==> src/rtl/ascr_pkg.sv <==
`default_nettype none
package ascr_pkg;
  localparam int ASCR_NUM_REGS = 15;
  localparam int ASCR_MAX_W = 14;

  // Register offsets on the serial port
  localparam logic [7:0] ADDR_RESET_READBACK = 8'h00;
  localparam logic [7:0] ADDR_SWING_CODE = 8'h01;
  localparam logic [7:0] ADDR_PERF_ONE = 8'h03;
  localparam logic [7:0] ADDR_GAIN_PATTERN = 8'h25;
  localparam logic [7:0] ADDR_DRIVER_STRENGTH = 8'h26;
  localparam logic [7:0] ADDR_FORMAT_OFFSET = 8'h3d;
  localparam logic [7:0] ADDR_USER_HIGH = 8'h3f;
  localparam logic [7:0] ADDR_USER_LOW = 8'h40;
  localparam logic [7:0] ADDR_IFC_CLK_EDGE = 8'h41;
  localparam logic [7:0] ADDR_CLK_LAT_STBY = 8'h42;
  localparam logic [7:0] ADDR_PDN_SWING_EN = 8'h43;
  localparam logic [7:0] ADDR_PERF_TWO = 8'h4a;
  localparam logic [7:0] ADDR_PEDESTAL = 8'hbf;
  localparam logic [7:0] ADDR_OFFSET_LOOP = 8'hcf;
  localparam logic [7:0] ADDR_SLOW_CLOCK = 8'hdb;
  localparam logic [14:0][7:0] REG_ADDR = {ADDR_SLOW_CLOCK, ADDR_OFFSET_LOOP, ADDR_PEDESTAL, ADDR_PERF_TWO,
    ADDR_PDN_SWING_EN, ADDR_CLK_LAT_STBY, ADDR_IFC_CLK_EDGE, ADDR_USER_LOW, ADDR_USER_HIGH, ADDR_FORMAT_OFFSET,
    ADDR_DRIVER_STRENGTH, ADDR_GAIN_PATTERN, ADDR_PERF_ONE, ADDR_SWING_CODE, ADDR_RESET_READBACK};

  // Position of each register in the bank
  localparam int IDX_CTRL = 0;
  localparam int IDX_SWING = 1;
  localparam int IDX_PERF1 = 2;
  localparam int IDX_GAIN = 3;
  localparam int IDX_DRV = 4;
  localparam int IDX_FMT = 5;
  localparam int IDX_UPH = 6;
  localparam int IDX_UPL = 7;
  localparam int IDX_IFC = 8;
  localparam int IDX_CLKLAT = 9;
  localparam int IDX_PDN = 10;
  localparam int IDX_PERF2 = 11;
  localparam int IDX_PED = 12;
  localparam int IDX_OFSLOOP = 13;
  localparam int IDX_SLOW = 14;

  // Writable bits; fixed-zero bits are never stored
  localparam logic [14:0][7:0] WRITE_MASK = {8'h01, 8'hbc, 8'hfc, 8'h01, 8'h53, 8'hcc, 8'hff, 8'hfc, 8'hff,
    8'he0, 8'h03, 8'hff, 8'h03, 8'hfc, 8'h03};
  localparam logic [7:0] REG_RESET_VAL = 8'h00;

  // Field positions
  localparam int SW_RESET_BIT = 1;
  localparam int READBACK_BIT = 0;
  localparam int SWING_LSB = 2;
  localparam int GAIN_LSB = 4;
  localparam int GAIN_BYPASS_BIT = 3;
  localparam int PATTERN_LSB = 0;
  localparam int CLK_DRIVE_BIT = 1;
  localparam int DATA_DRIVE_BIT = 0;
  localparam int DIGPATH_BIT = 3;
  localparam int STANDBY_BIT = 2;
  localparam int PDN_GLOBAL_BIT = 6;
  localparam int PDN_OBUF_BIT = 4;
  localparam int SWING_EN_LSB = 0;

  // Serial frame counts
  localparam logic [4:0] LAST_ADDR_BIT = 5'h07;
  localparam logic [4:0] LAST_FRAME_BIT = 5'h0f;

  // Gain in Q12, half-decibel steps
  localparam logic [3:0] GAIN_MAX_CODE = 4'hc;
  localparam int GAIN_FRAC_BITS = 12;
  localparam logic [12:0][13:0] GAIN_Q12 = {14'h1fed, 14'h1e26, 14'h1c78, 14'h1adf, 14'h195e, 14'h17f3,
    14'h169c, 14'h1558, 14'h1425, 14'h1305, 14'h11f4, 14'h10f3, 14'h1000};
  localparam logic [13:0] ALT_WORD = 14'h1555;

  typedef enum logic [2:0] {
    PAT_NORMAL = 3'h0,
    PAT_ZEROS = 3'h1,
    PAT_ONES = 3'h2,
    PAT_TOGGLE = 3'h3,
    PAT_RAMP = 3'h4,
    PAT_USER = 3'h5
  } ascr_pattern_e;

  typedef struct packed {
    logic sen;
    logic sclk;
    logic sdata;
  } ascr_serial_s;

  typedef struct packed {
    logic [5:0] swingCode;
    logic [1:0] performanceBoostOne;
    logic performanceBoostTwo;
    logic clockDriverDriveLevel;
    logic dataDriveLevel;
    logic digitalPathEnable;
    logic standby;
    logic powerDownGlobal;
    logic powerDownOutBuf;
    logic [7:0] formatOffset;
    logic [7:0] ifcClkEdge;
    logic [1:0] clkFallCtrl;
    logic [5:0] offsetPedestal;
    logic [7:0] offsetLoop;
    logic lowSpeed;
  } ascr_cfg_s;

  typedef struct packed {
    logic [2:0] senSync;
    logic [2:0] sclkSync;
    logic [2:0] sdataSync;
    logic senF;
    logic sclkF;
    logic [4:0] bitCount;
    logic [15:0] shiftIn;
    logic [7:0] readShift;
    logic readbackBit;
    logic [14:0][7:0] regs;
    logic swResetPend;
    logic [13:0] dataOut;
    logic dataValid;
    logic togglePhase;
    logic [13:0] rampCount;
    logic [1:0] rampDiv;
    logic pinOut;
  } ascr_state_s;
endpackage
`default_nettype wire

==> src/rtl/ascr_top.sv <==
// Notes on behaviour
// - Writing one to the reset bit clears all registers; the bit self-clears.
// - Readback off: pin shows over-range; readback on: pin shifts register contents.
// - Six-bit swing code in register 0x01 bits 7..2 selects output swing.
// - Swing code applies only while both swing enable bits are set.
// - Gain field bits 7..4 of 0x25 sets gain, 0.5dB steps, 0 to 6dB.
// - Gain applies only with bypass clear and digital path enabled.
// - Pattern 000 normal data, 001 all zeros, 010 all ones.
// - Pattern 011 alternates 0101 word and its complement every sample.
// - Pattern 100 on 14-bit: ramp steps every sample, 0 to 16383.
// - On 12-bit: ramp steps every fourth sample, 0 to 4095.
// - Pattern 101 outputs user word from 0x3F/0x40; 110/111 unused.
// - One write sets every field of a register at once.
// - All registers are zero after reset; fixed-zero bits stay zero.
// - Register 0x26 bit 1 sets clock driver strength, bit 0 data drivers.
// - Digital path disabled means low latency: gain and patterns bypassed.
`default_nettype none
module ascr_top #(
  parameter int DataWidth = 14
) (
  // Clock and reset
  input wire logic core_clk,
  input wire logic rstn,
  // Serial configuration pins
  input wire ascr_pkg::ascr_serial_s serialIn,
  output logic overrangeOrReadbackPin,
  // Converter samples in
  input wire logic sampleValid,
  input wire logic [DataWidth-1:0] convData,
  input wire logic overRange,
  // Processed samples out
  output logic outValid,
  output logic [DataWidth-1:0] outData,
  // Configuration toward analog and output stages
  output ascr_pkg::ascr_cfg_s cfg
);
  localparam logic [1:0] RampDivLast = (DataWidth == 12) ? 2'h3 : 2'h0;
  localparam logic [13:0] RampMax = 14'((1 << DataWidth) - 1);
  localparam logic [13:0] WidthMask = RampMax;
  localparam int Shift = ascr_pkg::ASCR_MAX_W - DataWidth;

  ascr_pkg::ascr_state_s q, d;

  // Bank lookup: bit 4 is the hit flag
  function automatic logic [4:0] regIndex(input logic [7:0] addr);
    logic [4:0] res;
    res = 5'h00;
    for (int i = 0; i < ascr_pkg::ASCR_NUM_REGS; i++) begin
      if (ascr_pkg::REG_ADDR[i] == addr) begin
        res = {1'b1, 4'(i)};
      end
    end
    return res;
  endfunction

  // Gain on a right-justified twos-complement sample, saturating
  function automatic logic [13:0] applyGain(input logic [13:0] x, input logic [3:0] code);
    logic signed [13:0] xs;
    logic signed [29:0] prod;
    logic signed [29:0] lim;
    logic [3:0] c;
    xs = $signed(x << Shift) >>> Shift;
    c = (code > ascr_pkg::GAIN_MAX_CODE) ? ascr_pkg::GAIN_MAX_CODE : code;
    prod = (30'(xs) * $signed({16'h0000, ascr_pkg::GAIN_Q12[c]})) >>> ascr_pkg::GAIN_FRAC_BITS;
    lim = 30'((1 << (DataWidth - 1)) - 1);
    if (prod > lim) begin
      prod = lim;
    end else if (prod < -lim - 30'sd1) begin
      prod = -lim - 30'sd1;
    end
    return prod[13:0] & WidthMask;
  endfunction

  logic [4:0] rdHit;
  logic [7:0] rdAddr;
  logic [7:0] rdValue;
  logic [4:0] wrHit;
  logic [7:0] wrAddr;
  logic [7:0] wrData;
  logic sclkFall;
  logic sdBit;
  logic digEn;
  logic gainOn;
  logic [2:0] patSel;
  logic [13:0] rawExt;
  logic [13:0] userWord;
  logic [13:0] rampNext;

  // Next-state logic for the whole block
  always_comb begin
    d = q;
    rdAddr = {q.shiftIn[6:0], q.sdataSync[2]};
    wrAddr = q.shiftIn[14:7];
    wrData = {q.shiftIn[6:0], q.sdataSync[2]};
    rdHit = regIndex(rdAddr);
    wrHit = regIndex(wrAddr);
    // Address zero cannot be read back
    rdValue = (rdHit[4] && rdHit[3:0] != 4'h0) ? q.regs[rdHit[3:0]] : 8'h00;
    sdBit = q.sdataSync[2];
    digEn = q.regs[ascr_pkg::IDX_CLKLAT][ascr_pkg::DIGPATH_BIT];
    gainOn = !q.regs[ascr_pkg::IDX_GAIN][ascr_pkg::GAIN_BYPASS_BIT];
    patSel = q.regs[ascr_pkg::IDX_GAIN][ascr_pkg::PATTERN_LSB +: 3];
    rawExt = 14'(convData);
    userWord = {q.regs[ascr_pkg::IDX_UPH], q.regs[ascr_pkg::IDX_UPL][7:2]} >> Shift;
    rampNext = (q.rampCount == RampMax) ? 14'h0000 : q.rampCount + 14'h0001;

    // Three-stage pin synchronisers; a level counts once stages two and three agree
    d.senSync = {q.senSync[1:0], serialIn.sen};
    d.sclkSync = {q.sclkSync[1:0], serialIn.sclk};
    d.sdataSync = {q.sdataSync[1:0], serialIn.sdata};
    if (q.senSync[1] == q.senSync[2]) begin
      d.senF = q.senSync[2];
    end
    if (q.sclkSync[1] == q.sclkSync[2]) begin
      d.sclkF = q.sclkSync[2];
    end
    sclkFall = q.sclkF && (q.sclkSync[1] == q.sclkSync[2]) && !q.sclkSync[2];

    // Software reset takes effect one cycle after its write
    if (q.swResetPend) begin
      for (int i = 0; i < ascr_pkg::ASCR_NUM_REGS; i++) begin
        d.regs[i] = ascr_pkg::REG_RESET_VAL;
      end
      d.swResetPend = 1'b0;
    end

    // Serial frame: address byte then data byte, one bit per SCLK fall
    if (q.senF) begin
      d.bitCount = 5'h00;
      d.readbackBit = 1'b0;
    end else if (sclkFall) begin
      d.shiftIn = {q.shiftIn[14:0], sdBit};
      d.bitCount = q.bitCount + 5'h01;
      if (q.bitCount == ascr_pkg::LAST_ADDR_BIT) begin
        d.readbackBit = rdValue[7];
        d.readShift = {rdValue[6:0], 1'b0};
      end else if (q.bitCount > ascr_pkg::LAST_ADDR_BIT) begin
        d.readbackBit = q.readShift[7];
        d.readShift = {q.readShift[6:0], 1'b0};
      end
      if (q.bitCount == ascr_pkg::LAST_FRAME_BIT) begin
        d.bitCount = 5'h00;
        // Readback mode locks every register except address zero
        if (wrHit[4] && (!q.regs[ascr_pkg::IDX_CTRL][ascr_pkg::READBACK_BIT] || wrHit[3:0] == 4'h0)) begin
          d.regs[wrHit[3:0]] = wrData & ascr_pkg::WRITE_MASK[wrHit[3:0]];
          if (wrHit[3:0] == 4'h0 && wrData[ascr_pkg::SW_RESET_BIT]) begin
            d.swResetPend = 1'b1;
          end
        end
      end
    end

    // Shared pin: over-range or serial readback
    d.pinOut = q.regs[ascr_pkg::IDX_CTRL][ascr_pkg::READBACK_BIT] ? d.readbackBit : overRange;

    // Sample path; patterns and gain only with digital path enabled
    d.dataValid = sampleValid;
    if (sampleValid) begin
      // Phase restarts outside toggle mode, so each run opens on the 0101 word
      d.togglePhase = (patSel == ascr_pkg::PAT_TOGGLE) && !q.togglePhase;
      if (patSel == ascr_pkg::PAT_RAMP && digEn) begin
        // 12-bit variant steps once per four samples
        d.rampDiv = (q.rampDiv == RampDivLast) ? 2'h0 : q.rampDiv + 2'h1;
        if (q.rampDiv == RampDivLast) begin
          d.rampCount = rampNext;
        end
      end else begin
        d.rampDiv = 2'h0;
        d.rampCount = 14'h0000;
      end
      if (!digEn) begin
        d.dataOut = rawExt;
      end else begin
        case (patSel)
          ascr_pkg::PAT_NORMAL: d.dataOut = gainOn ?
            applyGain(rawExt, q.regs[ascr_pkg::IDX_GAIN][ascr_pkg::GAIN_LSB +: 4]) : rawExt;
          ascr_pkg::PAT_ZEROS: d.dataOut = 14'h0000;
          ascr_pkg::PAT_ONES: d.dataOut = WidthMask;
          ascr_pkg::PAT_TOGGLE: d.dataOut = (q.togglePhase ? ~ascr_pkg::ALT_WORD : ascr_pkg::ALT_WORD) & WidthMask;
          ascr_pkg::PAT_RAMP: d.dataOut = q.rampCount;
          ascr_pkg::PAT_USER: d.dataOut = userWord;
          default: d.dataOut = rawExt;
        endcase
      end
    end
  end

  // State register
  always_ff @(posedge core_clk or negedge rstn) begin
    if (!rstn) begin
      q <= '0;
    end else begin
      q <= d;
    end
  end

  // Outputs from flops; configuration decoded from stored fields
  assign overrangeOrReadbackPin = q.pinOut;
  assign outValid = q.dataValid;
  assign outData = q.dataOut[DataWidth-1:0];
  // Swing code is held at default unless both enable bits are set
  assign cfg.swingCode = (q.regs[ascr_pkg::IDX_PDN][ascr_pkg::SWING_EN_LSB +: 2] == 2'h3) ?
    q.regs[ascr_pkg::IDX_SWING][ascr_pkg::SWING_LSB +: 6] : 6'h00;
  assign cfg.performanceBoostOne = q.regs[ascr_pkg::IDX_PERF1][1:0];
  assign cfg.performanceBoostTwo = q.regs[ascr_pkg::IDX_PERF2][0];
  assign cfg.clockDriverDriveLevel = q.regs[ascr_pkg::IDX_DRV][ascr_pkg::CLK_DRIVE_BIT];
  assign cfg.dataDriveLevel = q.regs[ascr_pkg::IDX_DRV][ascr_pkg::DATA_DRIVE_BIT];
  assign cfg.digitalPathEnable = q.regs[ascr_pkg::IDX_CLKLAT][ascr_pkg::DIGPATH_BIT];
  assign cfg.standby = q.regs[ascr_pkg::IDX_CLKLAT][ascr_pkg::STANDBY_BIT];
  assign cfg.powerDownGlobal = q.regs[ascr_pkg::IDX_PDN][ascr_pkg::PDN_GLOBAL_BIT];
  assign cfg.powerDownOutBuf = q.regs[ascr_pkg::IDX_PDN][ascr_pkg::PDN_OBUF_BIT];
  assign cfg.formatOffset = q.regs[ascr_pkg::IDX_FMT];
  assign cfg.ifcClkEdge = q.regs[ascr_pkg::IDX_IFC];
  assign cfg.clkFallCtrl = q.regs[ascr_pkg::IDX_CLKLAT][7:6];
  assign cfg.offsetPedestal = q.regs[ascr_pkg::IDX_PED][7:2];
  assign cfg.offsetLoop = q.regs[ascr_pkg::IDX_OFSLOOP];
  assign cfg.lowSpeed = q.regs[ascr_pkg::IDX_SLOW][0];
endmodule
`default_nettype wire
==> config.mk <==
export PLATFORM = sky130hd
export DESIGN_NAME = ascr_top
export DESIGN_NICKNAME = d
export VERILOG_FILES = /design/src/rtl/ascr_pkg.sv /design/src/rtl/ascr_top.sv
export SDC_FILE = /design/constraint.sdc
export NUM_CORES = 1
export LEC_CHECK = 0
export BUFFER_PORTS_ARGS = -buffer_cell sky130_fd_sc_hd__buf_2
export CAP_MARGIN = 0
export CORE_MARGIN = 5
export CORE_UTILIZATION = 55
export CTS_BUF_LIST = sky130_fd_sc_hd__clkbuf_8
export DETAILED_ROUTE_END_ITERATION = 12
export GPL_ROUTABILITY_DRIVEN = 0
export HOLD_SLACK_MARGIN = 0.08
export PLACE_DENSITY = 0.78
export REMOVE_ABC_BUFFERS = 1
export SYNTH_ARGS = -nofsm -noshare
export SYNTH_HDL_FRONTEND = slang
export SYNTH_SLANG_ARGS = --single-unit
==> constraint.sdc <==
create_clock -name core_clk -period 7.85 [get_ports core_clk]
set_clock_uncertainty 0.15 [all_clocks]
set_input_delay 1.1775 -clock core_clk [delete_from_list [all_inputs] [get_ports core_clk]]
set_output_delay 1.1775 -clock core_clk [all_outputs]
set_load 0.05 [all_outputs]
* Word level (Yosys, flattened, before mapping)
Memory sizes are Yosys's and may differ from the RTL's. Cells that the tools add are included.
Cells by class: add/subtract/negate cells 3, $mul 1, magnitude comparators 8, eq/ne operators 40, multiplexer cells 62, bitwise gates (word level) 2, reductions and logical operators 23
Operator list (number):
- two-way mux 121 bit | 4
- two-way mux 5 bit | 32
- two-way mux 151 bit | 1
- bitwise mux 120 bit | 1
- two-way mux 14 bit | 8
- one-hot mux 14 bit (6 select lines) | 1
- == test 7 x 8 -> 1 bit, first input constant | 10
- == test 6 x 8 -> 1 bit, first input constant | 8
- == test 8 bit, first input constant | 6
- binary-select mux 8 bit (select 4 bit) | 1
- demux 8 bit (select 4 bit) | 1
- two-way mux 8 bit | 4
- multiplier 14 x 15 -> 29 bit | 1
- two-way mux 9 bit | 2
- greater-than comparator 17 x 14 -> 1 bit, second input constant | 1
- less-than comparator 17 x 14 -> 1 bit, second input constant | 1
- == test 1 x 8 -> 1 bit, first input constant | 2
- == test 2 x 8 -> 1 bit, first input constant | 2
- zero test 8 bit | 2
- two-way mux 16 bit | 1
- less-than comparator 4 x 5 -> 1 bit, second input constant | 3
- adder 14 x 1 -> 14 bit, second input constant | 1
- == test 14 bit, second input constant | 1
- AND 8 bit | 1
- other kinds (28) | 44
Storage, ports and cells: register bits after elaboration 195, memory bits (read-only) 352, bits of input ports 21, output and inout bits 64, logic and storage cells 172, memories kept 2
Memory list:
- (name not given) | words 16, width 14, rd ports 1, clocked after Yosys merged registers in 0, wr ports 0, line ascr_top.sv:64 | prod = (30'(xs) * $signed({16'h0000, ascr_pkg::GAIN_Q12[c]})) >>> ascr_pkg::GAIN_FRAC_BITS;
- (name not given) | words 16, width 8, rd ports 1, clocked after Yosys merged registers in 0, wr ports 0, line ascr_top.sv:145 | d.regs[wrHit[3:0]] = wrData & ascr_pkg::WRITE_MASK[wrHit[3:0]];

* Depth between registers and ports, before layout
depth in word-level cells 26, gate-level depth with buffers 35, depth with buffers taken out 31

* Worst setup path after synthesis
OpenSTA, ideal clock, no wires.
path kind flip-flop to flip-flop, start register q[65] (netlist name), end register q, in the netlist outData[10], library setup time 0.087 ns, arrival time 7.967 ns, data required time 7.613 ns, path slack -0.353 ns, cell stages (with the launch flop) 35, buffers on the path 4, period minus slack after synthesis 8.203 ns, cell sequence dfrtp_1 clkbuf_1 clkbuf_1 nand2_1 nand2_1 inv_1 ha_1 nor3b_2 a21oi_1 clkbuf_1 and2_1 fa_1 inv_1 fa_1 inv_1 fa_1 inv_1 fa_1 inv_1 fa_1 inv_1 fa_1 inv_1 ha_1 a21o_1 and2_1 a31oi_1 a21bo_2 o2111ai_1 mux2i_1 nand3_1 o31ai_1 clkbuf_1 a211oi_1 o211ai_1
On the way: cells in the longest elaborated chain, start to end 11, elaborated cells between the ends (all ways) 12, classes of those cells mul (1); order compare (3); mux (7); memory (1)
Ends and longest elaborated chain:
- start: declaration | line ascr_top.sv:42 | ascr_pkg::ascr_state_s q, d;
- start signal: assignment | line ascr_top.sv:191 | q <= '0;
- start signal: assignment | line ascr_top.sv:193 | q <= d;
- greater-than comparator 4 bit | line ascr_top.sv:63 | c = (code > ascr_pkg::GAIN_MAX_CODE) ? ascr_pkg::GAIN_MAX_CODE : code;
- two-way mux 4 bit (*) | line ascr_top.sv:63
- memory (16 x 14 bit) (*)
- two-way mux 14 bit (implied by the code) (*) | line ascr_top.sv:64
- multiplier 14 x 15 -> 29 bit (*) | line ascr_top.sv:64
- less-than comparator 17 x 14 -> 1 bit | line ascr_top.sv:68 | end else if (prod < -lim - 30'sd1) begin
- two-way mux 14 bit | line ascr_top.sv:68
- two-way mux 14 bit (*) | line ascr_top.sv:66 | if (prod > lim) begin
- two-way mux 14 bit (*) | line ascr_top.sv:175 | ascr_pkg::PAT_NORMAL: d.dataOut = gainOn ?
- one-hot mux 14 bit (6 select lines) (*) | line ascr_top.sv:174 | case (patSel)
- two-way mux 14 bit (*) | line ascr_top.sv:171 | if (!digEn) begin
Mark *: on every way between the ends. The rest lies on a longest branch, timed or not. The select of a mux whose other input is x is not followed. A chain may end at the register's enable or synchronous reset.

* Worst setup path after layout
start register q[65] (netlist name), end register q, in the netlist outData[1]
Same word-level chain as after synthesis.

==> results.cfg <==
[outcome]
status = completed

[clock_tree]
cts.sinks = 192
clk_pin_slew_ns = 0.11
cts_max_path_buffers = 2
htree_levels = 4
cts_tree = done
cts_buffers = 17
clkLatencyLatePin_ns = 0.49
root_buffer = clkbuf_8
cts_hold_buf = 0

[setup_path]
critical_path_class = flop to flop
crit_slowest_cell = fa_1
critical_path.max_stage_delay_ns = 0.55
critPathLaunchType = flop
cp_max_fo = 7
r2r_start = q[65]
crit_start = q[65]
cp_data_arrival_time_ns = 7.78
critical_path_required_ns = 8.05
end_kind = flop

[floorplanning]
start_util = 0.555
core_area_sq_mm = 0.0305
ios = 85
die_h_um = 185
die-area_sq_mm = 0.0344
rows = 64
dieWidth_um = 185

[power]
max-vdd-ir-drop_uv = 110
p_leak_nw = 8.93
power_mw = 2.34
power_density_mw_per_mm2 = 129

[route]
post_drt_via_cell_ratio = 6.07
dr_total_vias = 13800
route.detailed.drc = 0
ant_nets = 0
dr.pass1.iters = 7
routed_wl_mm = 45.0
wl_per_cell_um = 19.8
drt-initial-drc-count = 1386

[synth]
netlist_instances = 1845
synth_area_leader_cell = dfrtp_1
synth-edff-count = 0
avgSynthCellArea_sq_um = 9.18
syn_area_sq_mm = 0.0169
synthArstFlopShare = 1.00
yosysUniqueCellTypes = 79
yosysWarnings = 0
synth_top_area_share = 0.284
synth_flop_cell = dfrtp_1
ys_seq_area_frac = 0.284
netlist_top_cells_count = 203 x inv_1, 192 x dfrtp_1, 170 x nand2_1, 130 x fa_1, 126 x o21ai_0
ys_ff_latch = 192
yosys-top-cells-area = dfrtp_1 28%, fa_1 15%, ha_1 8.3%
yosys.cell_count.top_type = inv_1

[grt]
grt_antenna_before_repair = 1
grt_pass1_vias = 13700
grt_max_degree = 122
grt_pass1_wl_mm = 72.2
grt_overflow = 0
grt_usage = 0.262

[timing]
max_freq_mhz = 132
fin_setup_tns_ns = 0
worstMarginPinSlew_ns = 1.21
min_period_ns = 7.58
setup_violations = 0
slew_headroom = 0.190
slew_viol_final = 0
fin_crit_sh = 0.965
hold_viol_final = 0

[hold_path]
hp-start = d[187]
hold_path_class = flop to flop

[cells_and_area]
fin_util = 0.596
final_layout_size_suffix_gt1_frac = 0.135
n_fill_cell = 2517
final_nets = 2126
area_growth_pct = 7.35

[place]
place_hpwl_mm = 33.3
port_buffers = 84

[run]
cap_violations = 0
## worst max-delay path: cells and delay by family (launching register included)
kind	cells	cell delay, ns
compound gates	10	1.72
buf+inv	9	1.06
simple gates	4	0.47
fa+ha+maj	8	3.45
flops	1	0.41
xor+xnor	1	0.19
## metrics by stage
stage | instance area (sq um) | hold slack, ns | std cells | worst slack, ns
floorplan | 16100 | 0.181 | 1702 | -0.601
global placement | 17400 | 0.183 | 2232 | -0.0649
detailed placement | 17400 | 0.185 | 2232 | -0.187
CTS | 17900 | 0.208 | 2264 | 0.0184
global route | 18200 | 0.231 | 2273 | -0.140
finish | 18200 | 0.207 | 2273 | 0.272
## kinds of logic after synthesis
group           share of synthesized area
mux                                0.0500
simple gates                        0.189
buf+inv                            0.0935
xor+xnor                           0.0134
fa+ha+maj                           0.238
flops                               0.284
compound gates                      0.133
## sequential cells by signal (all words and copies together), names as in the netlist
signal	count
cfg	42
patSel	3
q	125
d	6
overrangeOrReadbackPin	1
outData	14
outValid	1
## where the power goes
part	internal (mW)	switching [mW]	total [mW]	leakage [nW]
Sequential	1.01	0.0442	1.06	2.61
Combinational	0.210	0.396	0.606	6.10
Clock	0.278	0.406	0.683	0.214
## layout make-up
class,count,area (sq um),area share
clock buffers,18,248,0.0136
clock inverters,14,169,0.00929
flip-flops and latches,192,4810,0.264
multi-input cells,1304,10800,0.594
well taps,396,495,0.0273
diodes,1,2.50,0.000138
inverters,206,773,0.0425
repair buffers,142,893,0.0491
## routing by layer
| metal | vias up | GRT usage | part of all wire |
|---|---|---|---|
| met3 | 140 | 0.0412 | 0.074 |
| li1 | 6208 | - | - |
| met2 | 613 | 0.427 | 0.48 |
| met5 | - | 0 | 0 |
| met4 | 0 | 0.0948 | 0.040 |
| met1 | 6831 | 0.358 | 0.41 |
## placed cells by master, fill, tap and decap left out, types with 14 or more instances in the layout
cell type,synthesis,routed
and2_1,125,122
mux2_2,20,20
nand2b_1,19,19
dfrtp_1,192,191
nor3_1,27,26
buf_2,11,83
nand3_1,21,20
inv_1,203,202
and3_1,17,17
o21ai_0,126,120
fa_1,130,130
clkbuf_8,0,19
ha_1,112,107
nand3b_1,66,66
buf_4,59,55
nor2b_1,14,14
a21oi_1,61,59
o221ai_1,14,14
xnor2_1,18,15
a21o_1,15,15
nand2_1,170,167
o211ai_1,19,19
nor2_1,93,91
mux2i_1,61,61
## timing repair
action,CTS,global route
resized for setup,1,57
setup buffers,0,7
cloned,0,1
hold endpoints to repair,0,0
endpoints found under the setup margin,13,14
pin swaps,0,18
## worst paths after layout
path,endpoint,slack [ns],cells after the start
max,outData[1],0.27,32
min,d[188],0.21,0
max reg2reg,outData[1],0.27,32
min reg2reg,d[188],0.21,0
max in group asynchronous,q[4],5.36,2
min in group asynchronous,cfg[11],0.66,1
Note: power is estimated with default switching activity, not from simulation.
